[config.mk]
export PLATFORM = sky130hd
export DESIGN_NAME = cbd_drive
export DESIGN_NICKNAME = d
export VERILOG_FILES = /design/src/cbd_pkg.sv /design/src/cbd_sync_if.sv /design/src/cbd_drive.sv /design/src/cbd_sync.sv
export SDC_FILE = /design/constraint.sdc
export NUM_CORES = 1
export LEC_CHECK = 0
export ABC_AREA = 1
export BUFFER_PORTS_ARGS = -buffer_cell sky130_fd_sc_hd__buf_2
export CAP_MARGIN = 20
export CORE_ASPECT_RATIO = 0.7
export CORE_MARGIN = 1
export CORE_UTILIZATION = 25
export CTS_CLUSTER_SIZE = 12
export DETAILED_ROUTE_END_ITERATION = 10
export GPL_ROUTABILITY_DRIVEN = 1
export GPL_TIMING_DRIVEN = 0
export PLACE_DENSITY_LB_ADDON = 0.1
export SYNTH_ARGS = -nofsm -noshare
export SYNTH_HDL_FRONTEND = slang
export SYNTH_HIERARCHICAL = 1
export SYNTH_SLANG_ARGS = --single-unit
export TNS_END_PERCENT = 5
[constraint.sdc]
create_clock -name ref_clk -period 4.2 [get_ports ref_clk]
set_input_delay 0.21 -clock ref_clk [delete_from_list [all_inputs] [get_ports ref_clk]]
set_output_delay 0.21 -clock ref_clk [all_outputs]
set_load 0.1 [all_outputs]
[src/cbd_pkg.sv]
// Functional notes
// - Gate outputs alternate; never both commanded on together.
// - On-time adjusts from lamp current compared against internal reference.
// - Burst gate high drives gates continuously at lamp frequency.
// - Burst gate low holds both gate outputs inactive.
// - Brightness set only by burst duty cycle within each dimming cycle.
// - Each burst starts with soft-start ramp of gate duty.
// - Source select low: duty from brightness level, frequency from dimming oscillator.
// - Slope select low gives positive mapping, high inverts it.
// - Source select high: external 80-300 Hz pulse is the burst gate directly.
// - During strike, lamp frequency raised by 33 percent.
// - After strike detected, frequency returns to normal.
// - High monitor means overvoltage, low monitor means undervoltage, 2 V threshold.
// - Drive stops when inverter supply above high or below low trip point.
// - Core supply lockout inhibits all lamp operation.
// - Core supply lockout has no override path.
// - Lamp current flow declares lamp struck, ending strike phase.
// - No drive until core supply, low and high monitors all acceptable.
package cbd_pkg;
  localparam int CLK_MHZ = 250;
  localparam int LAMP_HZ_DEF = 50000;
  localparam int DIM_HZ_DEF = 160;
  localparam int BOOST_PCT = 33;
  localparam int PCT_FULL = 100;
  localparam int LAMP_DIV_DEF = CLK_MHZ * 1000000 / LAMP_HZ_DEF;
  localparam int STRIKE_DIV_DEF = LAMP_DIV_DEF * PCT_FULL / (PCT_FULL + BOOST_PCT);
  localparam int DIM_STEPS = 256;
  localparam int DIM_TICK_DEF = CLK_MHZ * 1000000 / (DIM_HZ_DEF * DIM_STEPS);
  localparam int CW = 16;
  localparam int LW = 8;
  localparam logic [LW-1:0] LEVEL_MAX = 8'hff;
  localparam logic [CW-1:0] ON_MIN = 16'h0004;
  localparam logic [CW-1:0] ON_STEP = 16'h0001;
  localparam logic [CW-1:0] SOFT_STEP = 16'h0002;
  typedef enum logic [1:0] {ST_OFF, ST_STRIKE, ST_RUN} cbd_state_t;
endpackage

[src/cbd_sync_if.sv]
`timescale 1ns/10ps
interface cbd_sync_if;
  logic curOk;
  logic svHigh;
  logic svLow;
  logic lockout;
  logic dimPulse;
  modport src (output curOk, output svHigh, output svLow, output lockout, output dimPulse);
  modport dst (input curOk, input svHigh, input svLow, input lockout, input dimPulse);
endinterface

[src/cbd_drive.sv]
`timescale 1ns/10ps
module cbd_drive #(
  parameter int LAMP_DIV = cbd_pkg::LAMP_DIV_DEF,
  parameter int STRIKE_DIV = cbd_pkg::STRIKE_DIV_DEF,
  parameter int DIM_TICK = cbd_pkg::DIM_TICK_DEF
) (
  input wire logic ref_clk,
  input wire logic rst_n,
  input wire logic lamp_current_sense,
  input wire logic lamp_current_low,
  input wire logic inverter_supply_high_monitor,
  input wire logic inverter_supply_low_monitor,
  input wire logic core_supply_lockout,
  input wire logic dimming_pulse_in,
  input wire logic dimSourceSel,
  input wire logic slopeSel,
  input wire logic [cbd_pkg::LW-1:0] brightness_level,
  output logic gate_drive_a,
  output logic gate_drive_b,
  output logic burstActive,
  output logic lampStruck
);
  import cbd_pkg::*;
  typedef struct packed {
    cbd_state_t state;
    logic [CW-1:0] phase;
    logic half;
    logic [CW-1:0] onTime;
    logic [CW-1:0] softCap;
    logic [CW-1:0] dimTick;
    logic [LW-1:0] dimCnt;
    logic burstPrev;
    logic gateA;
    logic gateB;
  } cbd_st_t;
  cbd_st_t st_r, st_nxt;
  cbd_sync_if sy();
  logic supplyOk;
  logic burst;
  logic [LW-1:0] level;
  logic [CW-1:0] period;
  logic [CW-1:0] onMax;
  logic [CW-1:0] onEff;
  logic cycleEnd;

  function automatic logic [CW-1:0] minOf(input logic [CW-1:0] a, input logic [CW-1:0] b);
    minOf = (a < b) ? a : b;
  endfunction

  // ****************
  // Input synchronizers
  // ****************
  cbd_sync u_sync (
    .ref_clk(ref_clk),
    .rst_n(rst_n),
    .asyncIn({dimming_pulse_in, core_supply_lockout, inverter_supply_low_monitor,
              inverter_supply_high_monitor, lamp_current_sense}),
    .sy(sy)
  );

  // ****************
  // Supply qualification and burst source
  // ****************
  assign supplyOk = !sy.lockout && sy.svLow && !sy.svHigh;
  assign level = slopeSel ? (LEVEL_MAX - brightness_level) : brightness_level;
  assign burst = dimSourceSel ? sy.dimPulse : (st_r.dimCnt < level);
  assign period = (st_r.state == ST_STRIKE) ? CW'(STRIKE_DIV) : CW'(LAMP_DIV);
  assign onMax = (period >> 1) - ON_MIN;
  assign onEff = minOf(minOf(st_r.onTime, st_r.softCap), onMax);
  assign cycleEnd = st_r.phase >= ((period >> 1) - 16'h0001);

  // ****************
  // Next state
  // ****************
  always_comb begin
    st_nxt = st_r;
    st_nxt.burstPrev = burst;
    if (st_r.dimTick >= CW'(DIM_TICK - 1)) begin
      st_nxt.dimTick = '0;
      st_nxt.dimCnt = st_r.dimCnt + 8'h01;
    end else begin
      st_nxt.dimTick = st_r.dimTick + 16'h0001;
    end
    if (cycleEnd) begin
      st_nxt.phase = '0;
      st_nxt.half = !st_r.half;
      if (lamp_current_low && st_r.onTime < onMax) begin
        st_nxt.onTime = st_r.onTime + ON_STEP;
      end else if (!lamp_current_low && st_r.onTime > ON_MIN) begin
        st_nxt.onTime = st_r.onTime - ON_STEP;
      end
    end else begin
      st_nxt.phase = st_r.phase + 16'h0001;
    end
    unique case (st_r.state)
      ST_OFF: if (supplyOk) st_nxt.state = ST_STRIKE;
      ST_STRIKE: if (sy.curOk) st_nxt.state = ST_RUN;
      ST_RUN: ;
    endcase
    if (!supplyOk) begin
      st_nxt.state = ST_OFF;
    end
    st_nxt.gateA = 1'b0;
    st_nxt.gateB = 1'b0;
    if (supplyOk && st_r.state != ST_OFF && burst && st_r.phase < onEff) begin
      st_nxt.gateA = !st_r.half;
      st_nxt.gateB = st_r.half;
    end
    // Soft-start cap steps up once per finished pulse
    if ((st_r.gateA || st_r.gateB) && !(st_nxt.gateA || st_nxt.gateB)
        && st_r.softCap < onMax) begin
      st_nxt.softCap = st_r.softCap + SOFT_STEP;
    end
    // Cap rests at its floor outside a burst and on its first cycle
    if (!supplyOk || !burst || !st_r.burstPrev) begin
      st_nxt.softCap = ON_MIN;
    end
  end

  always_ff @(posedge ref_clk or negedge rst_n) begin
    if (!rst_n) begin
      st_r <= '{state: ST_OFF, onTime: ON_MIN, softCap: ON_MIN, default: '0};
    end else begin
      st_r <= st_nxt;
    end
  end

  assign gate_drive_a = st_r.gateA;
  assign gate_drive_b = st_r.gateB;
  assign burstActive = burst;
  assign lampStruck = st_r.state == ST_RUN;

  // ****************
  // Assertions
  // ****************
  property p_alt;
    @(posedge ref_clk) disable iff (!rst_n) !(gate_drive_a && gate_drive_b);
  endproperty
  a_alt: assert property (p_alt) else $error("both gates on");
  property p_burst_off;
    @(posedge ref_clk) disable iff (!rst_n) !burst |=> !gate_drive_a && !gate_drive_b;
  endproperty
  a_burst_off: assert property (p_burst_off) else $error("gate on outside burst");
  property p_supply_off;
    @(posedge ref_clk) disable iff (!rst_n) !supplyOk |=> !gate_drive_a && !gate_drive_b;
  endproperty
  a_supply_off: assert property (p_supply_off) else $error("gate on with bad supply");
  property p_lockout;
    @(posedge ref_clk) disable iff (!rst_n) sy.lockout |=> st_r.state == ST_OFF;
  endproperty
  a_lockout: assert property (p_lockout) else $error("lockout ignored");
  property p_ext;
    @(posedge ref_clk) disable iff (!rst_n) dimSourceSel |-> burst == sy.dimPulse;
  endproperty
  a_ext: assert property (p_ext) else $error("external pulse not used");
  property p_strike_period;
    @(posedge ref_clk) disable iff (!rst_n)
      st_r.state == ST_STRIKE |-> period == CW'(STRIKE_DIV);
  endproperty
  a_strike_period: assert property (p_strike_period) else $error("no strike boost");
  property p_struck;
    @(posedge ref_clk) disable iff (!rst_n)
      st_r.state == ST_STRIKE && sy.curOk && supplyOk |=> st_r.state == ST_RUN;
  endproperty
  a_struck: assert property (p_struck) else $error("strike not ended");
  property p_soft;
    @(posedge ref_clk) disable iff (!rst_n) burst && !st_r.burstPrev |=> st_r.softCap == ON_MIN;
  endproperty
  a_soft: assert property (p_soft) else $error("soft start missing");
  property p_slope;
    @(posedge ref_clk) disable iff (!rst_n)
      slopeSel |-> level == LEVEL_MAX - brightness_level;
  endproperty
  a_slope: assert property (p_slope) else $error("slope not inverted");
  property p_off_quiet;
    @(posedge ref_clk) disable iff (!rst_n)
      st_r.state == ST_OFF |=> !gate_drive_a && !gate_drive_b;
  endproperty
  a_off_quiet: assert property (p_off_quiet) else $error("gate on before start");
  property p_start;
    @(posedge ref_clk) disable iff (!rst_n)
      st_r.state == ST_OFF && supplyOk |=> st_r.state == ST_STRIKE;
  endproperty
  a_start: assert property (p_start) else $error("strike not started");
  property p_run_hold;
    @(posedge ref_clk) disable iff (!rst_n)
      st_r.state == ST_RUN && supplyOk |=> st_r.state == ST_RUN;
  endproperty
  a_run_hold: assert property (p_run_hold) else $error("run phase left");
  property p_run_period;
    @(posedge ref_clk) disable iff (!rst_n)
      st_r.state == ST_RUN |-> period == CW'(LAMP_DIV);
  endproperty
  a_run_period: assert property (p_run_period) else $error("run not at lamp rate");
  property p_half_toggle;
    @(posedge ref_clk) disable iff (!rst_n)
      cycleEnd |=> st_r.phase == '0 && st_r.half != $past(st_r.half);
  endproperty
  a_half_toggle: assert property (p_half_toggle) else $error("half not toggled");
  property p_gate_a_half;
    @(posedge ref_clk) disable iff (!rst_n)
      gate_drive_a |-> !st_r.half;
  endproperty
  a_gate_a_half: assert property (p_gate_a_half) else $error("gate a in b half");
  property p_gate_b_half;
    @(posedge ref_clk) disable iff (!rst_n)
      gate_drive_b |-> st_r.half;
  endproperty
  a_gate_b_half: assert property (p_gate_b_half) else $error("gate b in a half");
  property p_soft_step;
    @(posedge ref_clk) disable iff (!rst_n)
      st_r.softCap > $past(st_r.softCap) |-> st_r.softCap == $past(st_r.softCap) + SOFT_STEP;
  endproperty
  a_soft_step: assert property (p_soft_step) else $error("soft start jumped");
  property p_on_step;
    @(posedge ref_clk) disable iff (!rst_n)
      st_r.onTime != $past(st_r.onTime) |->
        st_r.onTime == $past(st_r.onTime) + ON_STEP || st_r.onTime == $past(st_r.onTime) - ON_STEP;
  endproperty
  a_on_step: assert property (p_on_step) else $error("on-time jumped");
  property p_ext_off;
    @(posedge ref_clk) disable iff (!rst_n)
      dimSourceSel && !sy.dimPulse |=> !gate_drive_a && !gate_drive_b;
  endproperty
  a_ext_off: assert property (p_ext_off) else $error("gate on with pulse low");
  c_run: cover property (@(posedge ref_clk) disable iff (!rst_n) st_r.state == ST_RUN);
  c_strike: cover property (@(posedge ref_clk) disable iff (!rst_n) st_r.state == ST_STRIKE);
  c_gate_a: cover property (@(posedge ref_clk) disable iff (!rst_n) gate_drive_a);
  c_gate_b: cover property (@(posedge ref_clk) disable iff (!rst_n) gate_drive_b);
  c_burst: cover property (@(posedge ref_clk) disable iff (!rst_n) burst && !st_r.burstPrev);
endmodule

[src/cbd_sync.sv]
`timescale 1ns/10ps
module cbd_sync (
  input wire logic ref_clk,
  input wire logic rst_n,
  input wire logic [4:0] asyncIn,
  cbd_sync_if.src sy
);
  import cbd_pkg::*;
  typedef struct packed {
    logic [4:0] s1;
    logic [4:0] s2;
  } cbd_sync_st_t;
  cbd_sync_st_t st_r, st_nxt;
  // ****************
  // Two-stage synchronizer
  // ****************
  always_comb begin
    st_nxt = st_r;
    st_nxt.s1 = asyncIn;
    st_nxt.s2 = st_r.s1;
  end
  always_ff @(posedge ref_clk or negedge rst_n) begin
    if (!rst_n) begin
      st_r <= '0;
    end else begin
      st_r <= st_nxt;
    end
  end
  assign sy.curOk = st_r.s2[0];
  assign sy.svHigh = st_r.s2[1];
  assign sy.svLow = st_r.s2[2];
  assign sy.lockout = st_r.s2[3];
  assign sy.dimPulse = st_r.s2[4];
  property p_sync_delay;
    @(posedge ref_clk) disable iff (!rst_n)
      $past(rst_n, 2) |-> st_r.s2 == $past(asyncIn, 2);
  endproperty
  a_sync_delay: assert property (p_sync_delay) else $error("sync not two stages");
endmodule

---- After elaboration in Yosys (flattened, before gate mapping) ----
Cells that the tools add are included.
operators by class
  add/sub/neg operators ................... 9
  order comparisons ....................... 9
  equal/unequal tests ..................... 4
  multiplexer cells ....................... 15
  reductions and logical operators ........ 27
operator list
  cell                     number
  $mux W16                 8
  $lt A16 B16 Y1           5
  $add A16 B1 Y16 const B  3
  $add A16 B2 Y16 const B  1
  $ge A16 B13 Y1 const B   1
  $ge A16 B16 Y1           1
  $gt A16 B3 Y1 const B    1
  $sub A16 B1 Y16 const B  1
  $mux W13                 1
  $sub A12 B1 Y13 const B  1
  $sub A12 B3 Y13 const B  1
  $logic_and A1 B1 Y1      9
  $add A8 B1 Y8 const B    1
  $logic_not A1 Y1         8
  $lt A8 B8 Y1             1
  $mux W8                  1
  $sub A8 B8 Y8 const A    1
  $mux W2                  3
  $reduce_bool A2 Y1       3
  $logic_or A1 B1 Y1       4
  $pmux W2 S2              1
  $reduce_and A2 Y1        2
  $ne A3 B1 Y1 const B     1
  $ne A3 B2 Y1 const B     1
  4 further kinds          4
storage, ports and cells
  flip-flop bits (word level) ............. 88
  input port bits ......................... 18
  output and inout port bits .............. 4
  logic and storage cells ................. 76

---- Longest topological paths before layout ----
Gate-level depths: netlist of run 1.
  depth after elaboration ................. 14
  gate-level depth with buffers ........... 37
  depth with buffers taken out ............ 34

---- Modules after synthesis ----
Netlist of run 1, hierarchy kept.
modules (own cells, without submodules)
  module     times used  cells an instance  area each (sq um)  seq. area each (sq um)
  cbd_drive  1           742                5834.3             1929.4
  cbd_sync   1           10                 250.2              250.2

---- Least setup slack after synthesis of run 1 ----
No wires, ideal clock.
  kind .................................... reg-to-reg
  start point ............................. register st_r[77] (netlist bit)
  end point ............................... register st_r[55] (netlist bit)
  setup time .............................. 83 ps
  data arrival time ....................... 4315 ps
  data required time ...................... 4117 ps
  path slack .............................. -198 ps
  stages on the path, launching flop included .. 28
  buffers on the path ..................... 0
  period minus slack after synthesis ...... 4398 ps
  cells stage by stage .................... dfrtp_1 > nor2_2 > inv_1 > ha_1 > nor3_1 > nand2_1 > a211oi_1 > nor2_1 > a21oi_1 > o2111a_1 > nand2_1 > ha_1 > a21oi_1 > nand2_1 > a21oi_1 > inv_1 > a21oi_1 > o21ai_0 > inv_1 > nor2_1 > o21ai_0 > nand2_1 > nand2_1 > inv_1 > o21ai_0 > nand2_1 > xor2_1 > o21ai_0
on the way
  longest elaborated chain between the ends .. 7
  elaborated cells between the ends (all ways) .. 10
  classes of those cells .................. add/sub: 2; order compare: 2; eq/ne: 1; mux: 2; reduce/logical: 3
RTL lines
  what                          RTL line          text
  start, declared               cbd_drive.sv:36   cbd_st_t st_r, st_nxt;
  start signal, assigned        cbd_drive.sv:124  st_r <= st_nxt;
  $eq A2 B1 Y1 *                cbd_drive.sv:67   assign period = (st_r.state == ST_STRIKE) ? CW'(STRIKE_DIV) : CW'(LAMP_DIV);
  $mux W13 *                    cbd_drive.sv:67
  $sub A12 B3 Y13               cbd_drive.sv:68   assign onMax = (period >> 1) - ON_MIN;
  $lt A16 B16 Y1                cbd_drive.sv:87   if (lamp_current_low && st_r.onTime < onMax) begin
  $logic_and A1 B1 Y1           cbd_drive.sv:87
  $reduce_bool A2 Y1 (no line)  -
  $reduce_and A2 Y1 (no line)   -
Mark *: on every way between the ends. The rest lies on a longest branch, timed or not.
A chain may end at the register's enable or synchronous reset.

---- Worst setup path after layout of run 1 ----
  start point ............................. register st_r[54] (netlist bit)
  end point ............................... register st_r[35] (netlist bit)
on the way
  longest elaborated chain between the ends .. 12
RTL lines
  what                            RTL line          text
  $lt A16 B16 Y1                  cbd_drive.sv:47   minOf = (a < b) ? a : b;
  $mux W16 *                      cbd_drive.sv:47
  $lt A16 B16 Y1                  cbd_drive.sv:47
  $mux W16 *                      cbd_drive.sv:47
  $lt A16 B16 Y1 *                cbd_drive.sv:105  if (supplyOk && st_r.state != ST_OFF && burst && st_r.phase < onEff) begin
  $logic_and A1 B1 Y1 *           cbd_drive.sv:105
  $mux W2 *                       cbd_drive.sv:105
  $logic_or A1 B1 Y1 *            cbd_drive.sv:110  if ((st_r.gateA || st_r.gateB) && !(st_nxt.gateA || st_nxt.gateB)
  $logic_not A1 Y1 *              cbd_drive.sv:110
  $logic_and A1 B1 Y1 *           cbd_drive.sv:110
  $logic_and A1 B1 Y1 *           cbd_drive.sv:111  && st_r.softCap < onMax) begin
  $reduce_bool A2 Y1 (no line) *  -
Marked as above.

==> results of run 1 <==
==> sequential cells by signal, summed over array words and instances (netlist names) <==
| register | flops |
|---|---|
| u_sync/sy.lockout | 1 |
| u_sync/sy.dimPulse | 1 |
| gate_drive_a | 1 |
| st_r | 75 |
| u_sync/sy.svLow | 1 |
| u_sync/st_nxt | 5 |
| u_sync/sy.svHigh | 1 |
| u_sync/sy.curOk | 1 |
| gate_drive_b | 1 |
==> area by class of cell <==
cell class	count	area share
multi-input cells	571	0.5034
diodes	1	0.0003130
plain buffers	12	0.01236
inverters	89	0.04257
repair inverters	1	0.0009390
repair buffers	83	0.07903
well taps	318	0.04977
clock buffers	10	0.02864
clock inverters	6	0.008451
flip-flops and latches	87	0.2745
==> through the flow <==
step / TNS (ps) / util
5_1_grt: -1867 / 0.3365
6_report: 0 / 0.3365
2_1_floorplan: 0 / -
4_1_cts: -68.63 / 0.3224
3_3_place_gp: -28510 / 0.2790
3_5_place_dp: -24570 / 0.2808
==> routing by layer <==
layer	track usage	vias to the layer above	routed length, µm
li1	-	2730	-
met1	0.2194	2528	9347
met2	0.2000	62	7116
met3	0.03077	9	640
met4	0.03136	0	151
met5	0	-	0
==> power groups by stage <==
| stage | logic (mW) | registers [mW] | clock network, mW |
|---|---|---|---|
| 6_report | 3.21 | 1.15 | 0.835 |
| 5_1_grt | 3.58 | 1.18 | 0.904 |
| 4_1_cts | 2.77 | 1.15 | 0.872 |
| 3_5_place_dp | 2.17 | 1.19 | 0 |
| 3_3_place_gp | 2.12 | 1.19 | 0 |
| 2_1_floorplan | 1.66 | 1.12 | 0 |
==> worst paths after layout <==
kind / end / start / cells past startpoint
worst max register to register: st_r[35] / st_r[54] / 28
min in group asynchronous: gate_drive_b / rst_n / 2
max in group asynchronous: st_r[29] / rst_n / 3
worst min register to register: u_sync/sy.lockout / u_sync/st_nxt[3] / 0
worst max-delay path: st_r[35] / st_r[54] / 28
worst min-delay path: st_r[2] / dimSourceSel / 3
==> what timing repair did <==
item                                    4_1_cts  5_1_grt
buffers inserted                             40       12
endpoints found under the setup margin       31       22
hold buffers                                  6        0
gates cloned                                  4        0
gates resized for setup                      82       70
pin swaps                                    31       46
endpoints found under the hold margin        29        0
==> placed cells by master (no fill, tap or decap), types with 4 or more instances in the layout <==
cell type      synthesis  layout
nand2_1              147     133
dfrtp_1               85      73
inv_1                 89      70
ha_1                  82      70
nor2_1                61      57
buf_4                  1      52
a21oi_1               45      32
o21ai_0               47      31
nand3_1               42      30
xor2_1                23      23
buf_2                  2      21
inv_2                  0      17
nor3_1                18      17
nand2_2                7      15
xnor2_1               14      14
nand4_1               13      13
nand3_2                0      12
ha_4                   0      12
dfrtp_2                0      12
clkbuf_16              0      10
conb_1                 2      10
a21oi_2                1       9
o21ai_1                4       9
o21ai_2                0       8
nor3b_1                8       8
nor2_2                 4       6
nand2_4                2       6
clkbuf_1               7       6
nor4_1                 6       6
dlygate4sd3_1          0       6
a21oi_4                0       5
buf_6                  2       5
clkinvlp_4             0       4
==> worst min-delay path, cell delays in order <==
cell and delay, ps:
buf_2 90, inv_1 50, o21ai_0 170
==> kinds of logic (layout without fill, tap and decap cells) <==
logic type,Yosys count,count (layout)
other,2,11
AO/OA/AOI/OAI,125,125
buffers and inverters,102,201
flip-flops,87,87
AND/OR/NAND/NOR,316,316
XOR/XNOR,37,37
adder cells (fa/ha/maj),83,83
==> summary.txt, run 1 <==
Run status
  • Outcome: finished, final reports clean

Timing
  • Part of the cycle the worst path needs: 0.9810
  • Final Hold Fails: 0
  • RSZ-0062 raised after global routing: yes
  • Final setup fails: 0
  • Slew @ Worst Pin: slightly below 900 ps
  • Crit path time final: 4120 ps
  • Peak Freq: 242.7 MHz
  • Pins Over Slew Limit: 0
  • Hold slack final: 279.7 ps
  • Setup slack after layout: 79.59 ps
  • Skew final: about 8.4 ps
  • Slew margin rel.: 0.4129

CTS
  • Num CTS Buffers: 9
  • Clk_lat worst skew: 350 ps
  • Root buf cell: clkbuf_16
  • Max Buffers Root-to-Sink: 2
  • Clock-pin slew on the worst setup and hold paths: 70 ps
  • CTS sink count: 87
  • CTS HTree Levels: 3
  • CTS tree: yes

Logic synthesis
  • Register bit count reported by yosys: 87
  • Ys flop type: dfrtp_1
  • Mux contribution to synthesized area: 0
  • Synth top cells by count: nand2_1, inv_1, dfrtp_1, ha_1, nor2_1
  • Synth Area in Compound Gates: 0.1172
  • Dominant cell type by area after synthesis: dfrtp_1
  • YS warnings: 6
  • Post-synth cell types: 47
  • Ys async rst share: 1.000
  • Count leader, synth: nand2_1
  • EDFF count, synth: 0
  • Synth top area share: 0.3496
  • Seq/Total Area, Yosys: 0.3582
  • Synth area leaders: dfrtp_1, ha_1, nand2_1
  • Synth Instances: about 750
  • Post-synthesis instance area: 0.006085 mm²
  • Syn Area/Cell: 8.091 µm²
  • Simple-gate portion of the synthesized area: 0.2317
  • Area share of fa/ha/maj cells after synthesis: 0.1719
  • Post-Synth XOR/XNOR Area: 0.05326
  • Main combinational cell family by area after synthesis: simple AND/OR/NAND/NOR gates

Routing
  • Post-Route WL: 17.26 mm
  • Residual DRC: 0
  • Initial DRC count: around 270
  • Drt first pass iters: 5
  • Via/cell ratio: 4.524
  • Antenna Nets Post-Route: 0
  • DR vias: 5,329
  • Wire per inst: 14.65 µm

Placed design
  • Placed cell count: 1,100
  • Final HPWL DP: 12.12 mm
  • Routability cong.: ~0.78
  • DP Worst Slack: -1208 ps
  • Dpl cell area: 0.006670 mm²
  • Port Buffers: 20

Critical path
  • Crit path DAT: between 4000 and 5000 ps
  • Sum of buffers and inverters on the critical path: 3
  • Internal reg-to-reg setup slack: 80 ps
  • Max incr delay on CP: 420 ps
  • WP data required: 4440 ps
  • Kind of critical path: reg2reg
  • Worst path most repeated cell: nand2_1
  • CP startpoint kind: register
  • CP Capture Type: register
  • Critical path peak fanout: 8
  • Slowest-stage cell, CP: dfrtp_2
  • CP top delay family: simple AND/OR/NAND/NOR gates

Global routing
  • Total GRT Usage: 0.1428
  • GRT overflow: 0
  • Vias in the first global route: 5,171
  • Largest net degree at the start of global routing: 63
  • First-pass GRT wire length: 27.85 mm
  • Antenna violations before repair: 1

Worst hold path
  • Hold WC Path Type: in2reg

Die
  • Die ar.: around 0.025 mm²
  • Ports: 22
  • CORE AREA: 0.02376 mm²
  • Horiz. Die Dim: 188.5 µm
  • Starting density of the core: 0.2561
  • Row count: 47
  • Die Y: 132.5 µm

Final layout
  • Final net count: 955
  • Register area: 0.002195 mm²
  • Area growth from synthesis to layout: 31.40%
  • Fillers: 2,466
  • Area of the multi-input gates: 0.004025 mm²
  • Post-route insts no fill: 1,178
  • Final Cell Area: 0.007995 mm²
  • Share of cells above drive strength 1: 0.2584

Power and ir drop
  • Psw: 2.341 mW
  • Clk pwr share: 0.161
  • Switching share of power: 0.4503
  • VDD IR-drop max: 0.0002590 V
  • Power Dens Cells: around 650 mW/mm²
  • Leak Pwr: 3.748 nW
  • Combinational share of power: 0.617
  • Total power: 5.199 mW
  • Sequential Power Share: 0.222
  • Int Pwr: 2.858 mW

Flow run
  • Max_cap viols: 0
No activity file was read; power rests on OpenSTA's default activity.
==> inputs of run 2 (changes only) <==
Settings changed: RECOVER_POWER from default to 100.
==> run 2 against run 1 <==
The run now ends with max-capacitance violations, max-slew violations left. Sequential share of layout area increased by 0.10 points. Cell count unchanged. Die area unchanged. Clock-buffer cell count unchanged. Setup slack about the same. Critical path type unchanged. Critical endpoint unchanged. Largest power group unchanged.
==> summary.txt, run 2 (synthesized netlist as in run 1, its figures left out) <==
Final layout
  • Largest register FFs: 75 (unchanged)
  • Area growth from synthesis to layout: 30.91%
  • Biggest register: st_r
  • Commonest non-fill, non-tap cell in the layout: nand2_1
  • Commonest non-fill, non-tap cells in the layout: nand2_1, dfrtp_1, inv_1, ha_1, nor2_1
  • Post-route insts no fill: 1,178 (unchanged)
  • Final net count: 955 (unchanged)
  • Share of cells above drive strength 1: 0.2538 (-0.004657)
  • Post-layout utilization of the core: 0.3353 (-0.001264)

Critical path
  • CP startpoint kind: register
  • CP Capture Type: register
  • Critical R2R Capture: st_r[35]
  • Kind of critical path: reg2reg
  • Slowest-stage cell, CP: dfrtp_2
  • RR Startpoint: st_r[54]
  • Max incr delay on CP: 420 ps (about the same)
  • Worst path most repeated cell: nand2_1
  • WP data required: 4440 ps (about the same)
  • Internal reg-to-reg setup slack: 80 ps (about the same)
  • Worst reg-to-reg path cell count: 28 (unchanged)
  • Crit path DAT: 4360 ps (about the same)
  • Critical path peak fanout: 8 (unchanged)

Routing
  • Wire per inst: 14.67 µm (+0.13%)
  • Via/cell ratio: 4.521 (about the same)
  • DR vias: 5,326 (-0.056%)
  • Antenna Nets Post-Route: 0 (unchanged)
  • Drt first pass iters: 5 (unchanged)
  • Initial DRC count: 289 (+6.3%)
  • Total length of routed met3 wires: 614 µm (-4.1%)
  • Routed wl met2: 7.127 mm (+0.15%)
  • Residual DRC: 0 (unchanged)
  • Max Used Layer: met4
  • Post-Route WL: 17.28 mm (+0.13%)
  • Length of routed wiring on met1: 9.384 mm (+0.40%)

CTS
  • Clk_lat worst skew: 350 ps (about the same)
  • CTS HTree Levels: 3 (unchanged)
  • Num CTS Buffers: 9 (unchanged)
  • Root buf cell: clkbuf_16
  • CTS tree: yes
  • Clock-pin slew on the worst setup and hold paths: 70 ps (about the same)
  • Max Buffers Root-to-Sink: 2 (unchanged)
  • CTS sink count: 87 (unchanged)

Global routing
  • Largest net degree at the start of global routing: 63 (unchanged)
  • GRT overflow: 0 (unchanged)
  • Vias in the first global route: 5,171 (unchanged)
  • Total GRT Usage: 0.1428 (unchanged)
  • First-pass GRT wire length: 27.85 mm (unchanged)
  • Antenna violations before repair: 1 (unchanged)

Timing
  • Hold slack final: 279.7 ps (+0.01000 ps)
  • Crit path time final: 4120 ps (-0.1594 ps)
  • Setup slack after layout: 79.75 ps (+0.1594 ps)
  • Final Hold Fails: 0 (unchanged)
  • Slew @ Worst Pin: 1620 ps (+743.5 ps)
  • Part of the cycle the worst path needs: 0.9810 (about the same)
  • Slew margin rel.: -0.08006 (-0.4930)
  • RSZ-0062 raised after global routing: yes
  • Skew final: 8.340 ps (-0.09145 ps)
  • Pins Over Slew Limit: 90 (+90)
  • Peak Freq: 242.7 MHz (about the same)
  • Final setup fails: 0 (unchanged)

Die
  • Starting density of the core: 0.2561 (unchanged)
  • Ports: 22 (unchanged)
  • Die Y: 132.5 µm (unchanged)
  • Row count: 47 (unchanged)
  • Die ar.: 0.02498 mm² (unchanged)
  • CORE AREA: 0.02376 mm² (unchanged)
  • Horiz. Die Dim: 188.5 µm (unchanged)

Flow run
  • Max_cap viols: 2 (+2)

Placed design
  • Routability cong.: 0.7753 (unchanged)
  • DP Worst Slack: -1208 ps (unchanged)
  • Final HPWL DP: 12.12 mm (unchanged)
  • Placed cell count: 1,100 (unchanged)
  • Port Buffers: 20 (unchanged)

Power and ir drop
  • Total power: 5.197 mW (about the same)
  • VDD IR-drop max: 0.0002590 V (unchanged)
  • Leak Pwr: 3.722 nW (-0.68%)
  • Power Dens Cells: 652.4 mW/mm² (+0.32%)

Worst hold path
  • Hold WC Path Type: in2reg
  • Worst hold stages: 3 (unchanged)
  • Hold Path Sink: st_r[2]
  • Hold path startpoint: dimSourceSel

Run status
  • Failing checks: max-capacitance violations, max-slew violations
  • Outcome: complete, but fails checks
## run 2: repair_timing
action                                 CTS  global route
pin swaps                               31            46
resized for setup                       82            70
buffers inserted                        40            12
endpoints found under the hold margin   29             0
cloned                                   4             0
setup endpoints to repair               31            22
hold buffers                             6             0
## run 2: report_power, final
group	switching, mW	leakage, nW	internal, mW
Clock	0.369	0.139	0.465
Combinational	1.80	2.48	1.41
Sequential	0.170	1.11	0.984
## run 2: worst max path at each step
| stage | start | end | slack [ps] | depth (start not counted) |
|---|---|---|---|---|
| final | st_r[54] | st_r[35] | 80 | 28 |
| after global routing | st_r[76] | st_r[54] | -130 | 27 |
| after CTS | st_r[29] | st_r[39] | -20 | 32 |
| after detailed placement | st_r[76] | st_r[54] | -1210 | 27 |
| after global placement | st_r[76] | st_r[55] | -1210 | 28 |
| after floorplan | st_r[76] | st_r[55] | 50 | 28 |
## run 2: layout make-up
cell class | instances | area [µm²]
well taps | 318 | 397.9
diodes | 1 | 2.502
clock inverters | 6 | 67.56
flip-flops and latches | 87 | 2195
repair inverters | 1 | 7.507
multi-input cells | 571 | 4025
clock buffers | 10 | 229.0
inverters | 89 | 340.3
plain buffers | 12 | 98.84
repair buffers | 83 | 601.8
fillers | 2468 | 15790
## run 2: per-layer routing
metal  global-route usage  vias to the layer above
li1                     -                     2729
met1               0.2194                     2530
met2               0.2000                       58
met3              0.03077                        9
met4              0.03136                        0
met5                    0                        -
## run 2: through the flow
| stage | area, µm² | TNS (ps) |
|---|---|---|
| finish | 7965 | 0 |
| global route | 7965 | -1867 |
| CTS | 7659 | -68.63 |
| detailed placement | 6670 | -24570 |
| global placement | 6629 | -28510 |
| floorplan | 6131 | 0 |
## run 2: critical path: cells and delay by family, from the launching register on
family          cells  cell delay (ps)
simple gates       17             1570
fa+ha+maj           3              820
compound gates      5              680
buf+inv             3              500
flops               1              420
==> inputs of run 3 (changes only) <==
Settings changed: SETUP_SLACK_MARGIN from default to 0.2.
==> run 3 against run 2 <==
The run ends with max-capacitance violations, max-slew violations, negative setup slack left. Power is 2.1% higher. Worst hold slack better by 35 ps. Clock power is 11% higher. Clock skew hardly changed. Critical path type unchanged. Critical endpoint is now st_r[38]. Largest power group unchanged. Highest routed layer unchanged.
==> summary.txt, run 3 (synthesized netlist as in run 1, its figures left out) <==
Flow run
  • Max_cap viols: 1 (-1)

Final layout
  • Final net count: 967 (+1.3%)
  • Largest register FFs: 75 (unchanged)
  • Commonest non-fill, non-tap cells in the layout: nand2_1, dfrtp_1, inv_1
  • Commonest non-fill, non-tap cell in the layout: nand2_1
  • Share of cells above drive strength 1: 0.2767 (+0.02291)
  • Final Cell Area: 0.008239 mm² (+3.4%)
  • Biggest register: st_r
  • Area growth from synthesis to layout: 35.41%
  • Fillers: 2,534 (+2.7%)
  • ANT cells: 0 (-1)

Critical path
  • Kind of critical path: reg2reg
  • CP startpoint kind: register
  • Crit path DAT: 4550 ps (+190 ps)
  • Worst path most repeated cell: nand2_4
  • Max incr delay on CP: 500 ps (+80 ps)
  • CP Capture Type: register
  • Critical path peak fanout: 7 (-1)
  • Slowest-stage cell, CP: dfrtp_2
  • WP data required: 4490 ps (+50 ps)

Timing
  • Fin Setup TNS: -616.6 ps (-616.6 ps)
  • Pins Over Slew Limit: 35 (-61%)
  • RSZ-0062 raised after global routing: yes
  • Part of the cycle the worst path needs: 1.015 (+0.03384)
  • Setup slack after layout: -62.37 ps (-142.1 ps)
  • Skew final: 8.127 ps (-0.2132 ps)
  • Final setup fails: 14 (+14)
  • Peak Freq: 234.6 MHz (-3.3%)
  • Final Hold Fails: 0 (unchanged)
  • Slew @ Worst Pin: 1910 ps (+290.4 ps)
  • Slew margin rel.: -0.2736 (-0.1936)
  • Crit path time final: 4262 ps (+142.1 ps)

CTS
  • CTS tree: yes
  • Max Buffers Root-to-Sink: 2 (unchanged)
  • Root buf cell: clkbuf_16
  • Clock-pin slew on the worst setup and hold paths: 70 ps (about the same)
  • Clk_lat worst skew: 350 ps (about the same)
  • CTS sink count: 87 (unchanged)
  • Num CTS Buffers: 9 (unchanged)
  • CTS HTree Levels: 3 (unchanged)

Routing
  • Initial DRC count: 227 (-21%)
  • Via/cell ratio: 4.431 (-2.0%)
  • Residual DRC: 0 (unchanged)
  • Drt first pass iters: 4 (-1)
  • Post-Route WL: 16.90 mm (-2.2%)
  • Wire per inst: 14.22 µm (-3.1%)
  • DR vias: 5,269 (-1.1%)
  • Antenna Nets Post-Route: 0 (unchanged)

Die
  • CORE AREA: 0.02376 mm² (unchanged)
  • Horiz. Die Dim: 188.5 µm (unchanged)
  • Starting density of the core: 0.2561 (unchanged)
  • Die Y: 132.5 µm (unchanged)
  • Ports: 22 (unchanged)
  • Row count: 47 (unchanged)
  • Die ar.: 0.02498 mm² (unchanged)

Global routing
  • Total GRT Usage: 0.1432 (+0.0003348)
  • Antenna violations before repair: 0 (-1)
  • Vias in the first global route: 5,187 (+0.31%)
  • Largest net degree at the start of global routing: 55 (-13%)
  • GRT overflow: 0 (unchanged)
  • First-pass GRT wire length: 28.15 mm (+1.1%)

Run status
  • Failing checks: max-capacitance violations, max-slew violations, negative setup slack
  • Outcome: complete, but fails checks

Placed design
  • Final HPWL DP: 11.80 mm (-2.6%)
  • Dpl cell area: 0.006730 mm² (+0.90%)
  • Routability cong.: 0.7436 (-4.1%)
  • Port Buffers: 20 (unchanged)

Power and ir drop
  • Power Dens Cells: 644.1 mW/mm² (-1.3%)
  • VDD IR-drop max: 0.0002124 V (-18%)
  • Leak Pwr: 3.822 nW (+2.7%)

Worst hold path
  • Hold WC Path Type: in2reg
-- run 3: changes by cell type in the layout (fill, tap and decap cells not counted), moves of 4 or more --
cell     delta
ha_1        -4
nand2_1     -6
ha_4        +4
nand2_2     +5
o21ai_0     -5
buf_4       +9
o21ai_1     +5
-- run 3: layout make-up --
class	count	area, µm²	share of cell area
clock buffers	11	252.7	0.03068
flip-flops and latches	87	2193	0.2662
repair inverters	1	7.507	0.0009112
clock inverters	5	87.58	0.01063
multi-input cells	571	4126	0.5008
well taps	318	397.9	0.04829
inverters	89	340.3	0.04131
repair buffers	94	719.4	0.08732
plain buffers	13	113.9	0.01382
-- run 3: worst paths after layout --
| check | from | end | slack (ps) | cells after the start |
|---|---|---|---|---|
| worst max-delay path | st_r[46] | st_r[38] | -60 | 28 |
| worst min-delay path | dimSourceSel | st_r[2] | 310 | 3 |
| worst max register to register | st_r[46] | st_r[38] | -60 | 28 |
| worst min register to register | u_sync/st_nxt[0] | u_sync/sy.curOk | 350 | 0 |
| max in group asynchronous | rst_n | st_r[31] | 920 | 3 |
| min in group asynchronous | rst_n | st_r[11] | 920 | 2 |
-- run 3: critical path, delay by kind of cell, from the launching register on --
| family | cells | cell delay (ps) |
|---|---|---|
| simple gates | 12 | 880 |
| buf+inv | 5 | 700 |
| compound gates | 8 | 1390 |
| fa+ha+maj | 3 | 710 |
| flops | 1 | 500 |
-- run 3: per-stage QoR --
| stage | utilization | total power, mW | setup slack, ps | instances | hold WS [ps] |
|---|---|---|---|---|---|
| global route | 0.3468 | 5.826 | -300.2 | 1189 | 365.8 |
| CTS | 0.3299 | 4.923 | -25.67 | 1166 | 315.1 |
| global placement | 0.2817 | 3.421 | -1034 | 1098 | 318.5 |
| detailed placement | 0.2833 | 3.418 | -966.8 | 1100 | 218.0 |
| finish | 0.3468 | 5.307 | -62.37 | 1189 | 314.3 |
| floorplan | - | 2.845 | 158.0 | 760 | -85.59 |
-- run 3: where the power goes --
part           total, mW  switching, mW  internal [mW]
sequential          1.16          0.173          0.983
clock              0.925          0.364          0.561
combinational       3.23           1.80           1.42
-- run 3: repair_timing --
| action | 4_1_cts | 5_1_grt |
|---|---|---|
| buffers inserted | 39 | 23 |
| endpoints found under the setup margin | 32 | 32 |
| hold buffers | 6 | 0 |
| pin swaps | 44 | 51 |
| resized for setup | 90 | 65 |
| hold endpoints to repair | 38 | 0 |
| cloned | 5 | 0 |
-- run 3: per-layer routing --
| layer | vias up | GRT usage | share of wire |
|---|---|---|---|
| li1 | 2758 | - | - |
| met1 | 2454 | 0.2299 | 0.58 |
| met2 | 46 | 0.1932 | 0.39 |
| met3 | 11 | 0.02202 | 0.026 |
| met4 | 0 | 0.03539 | 0.0095 |
| met5 | - | 0 | 0 |
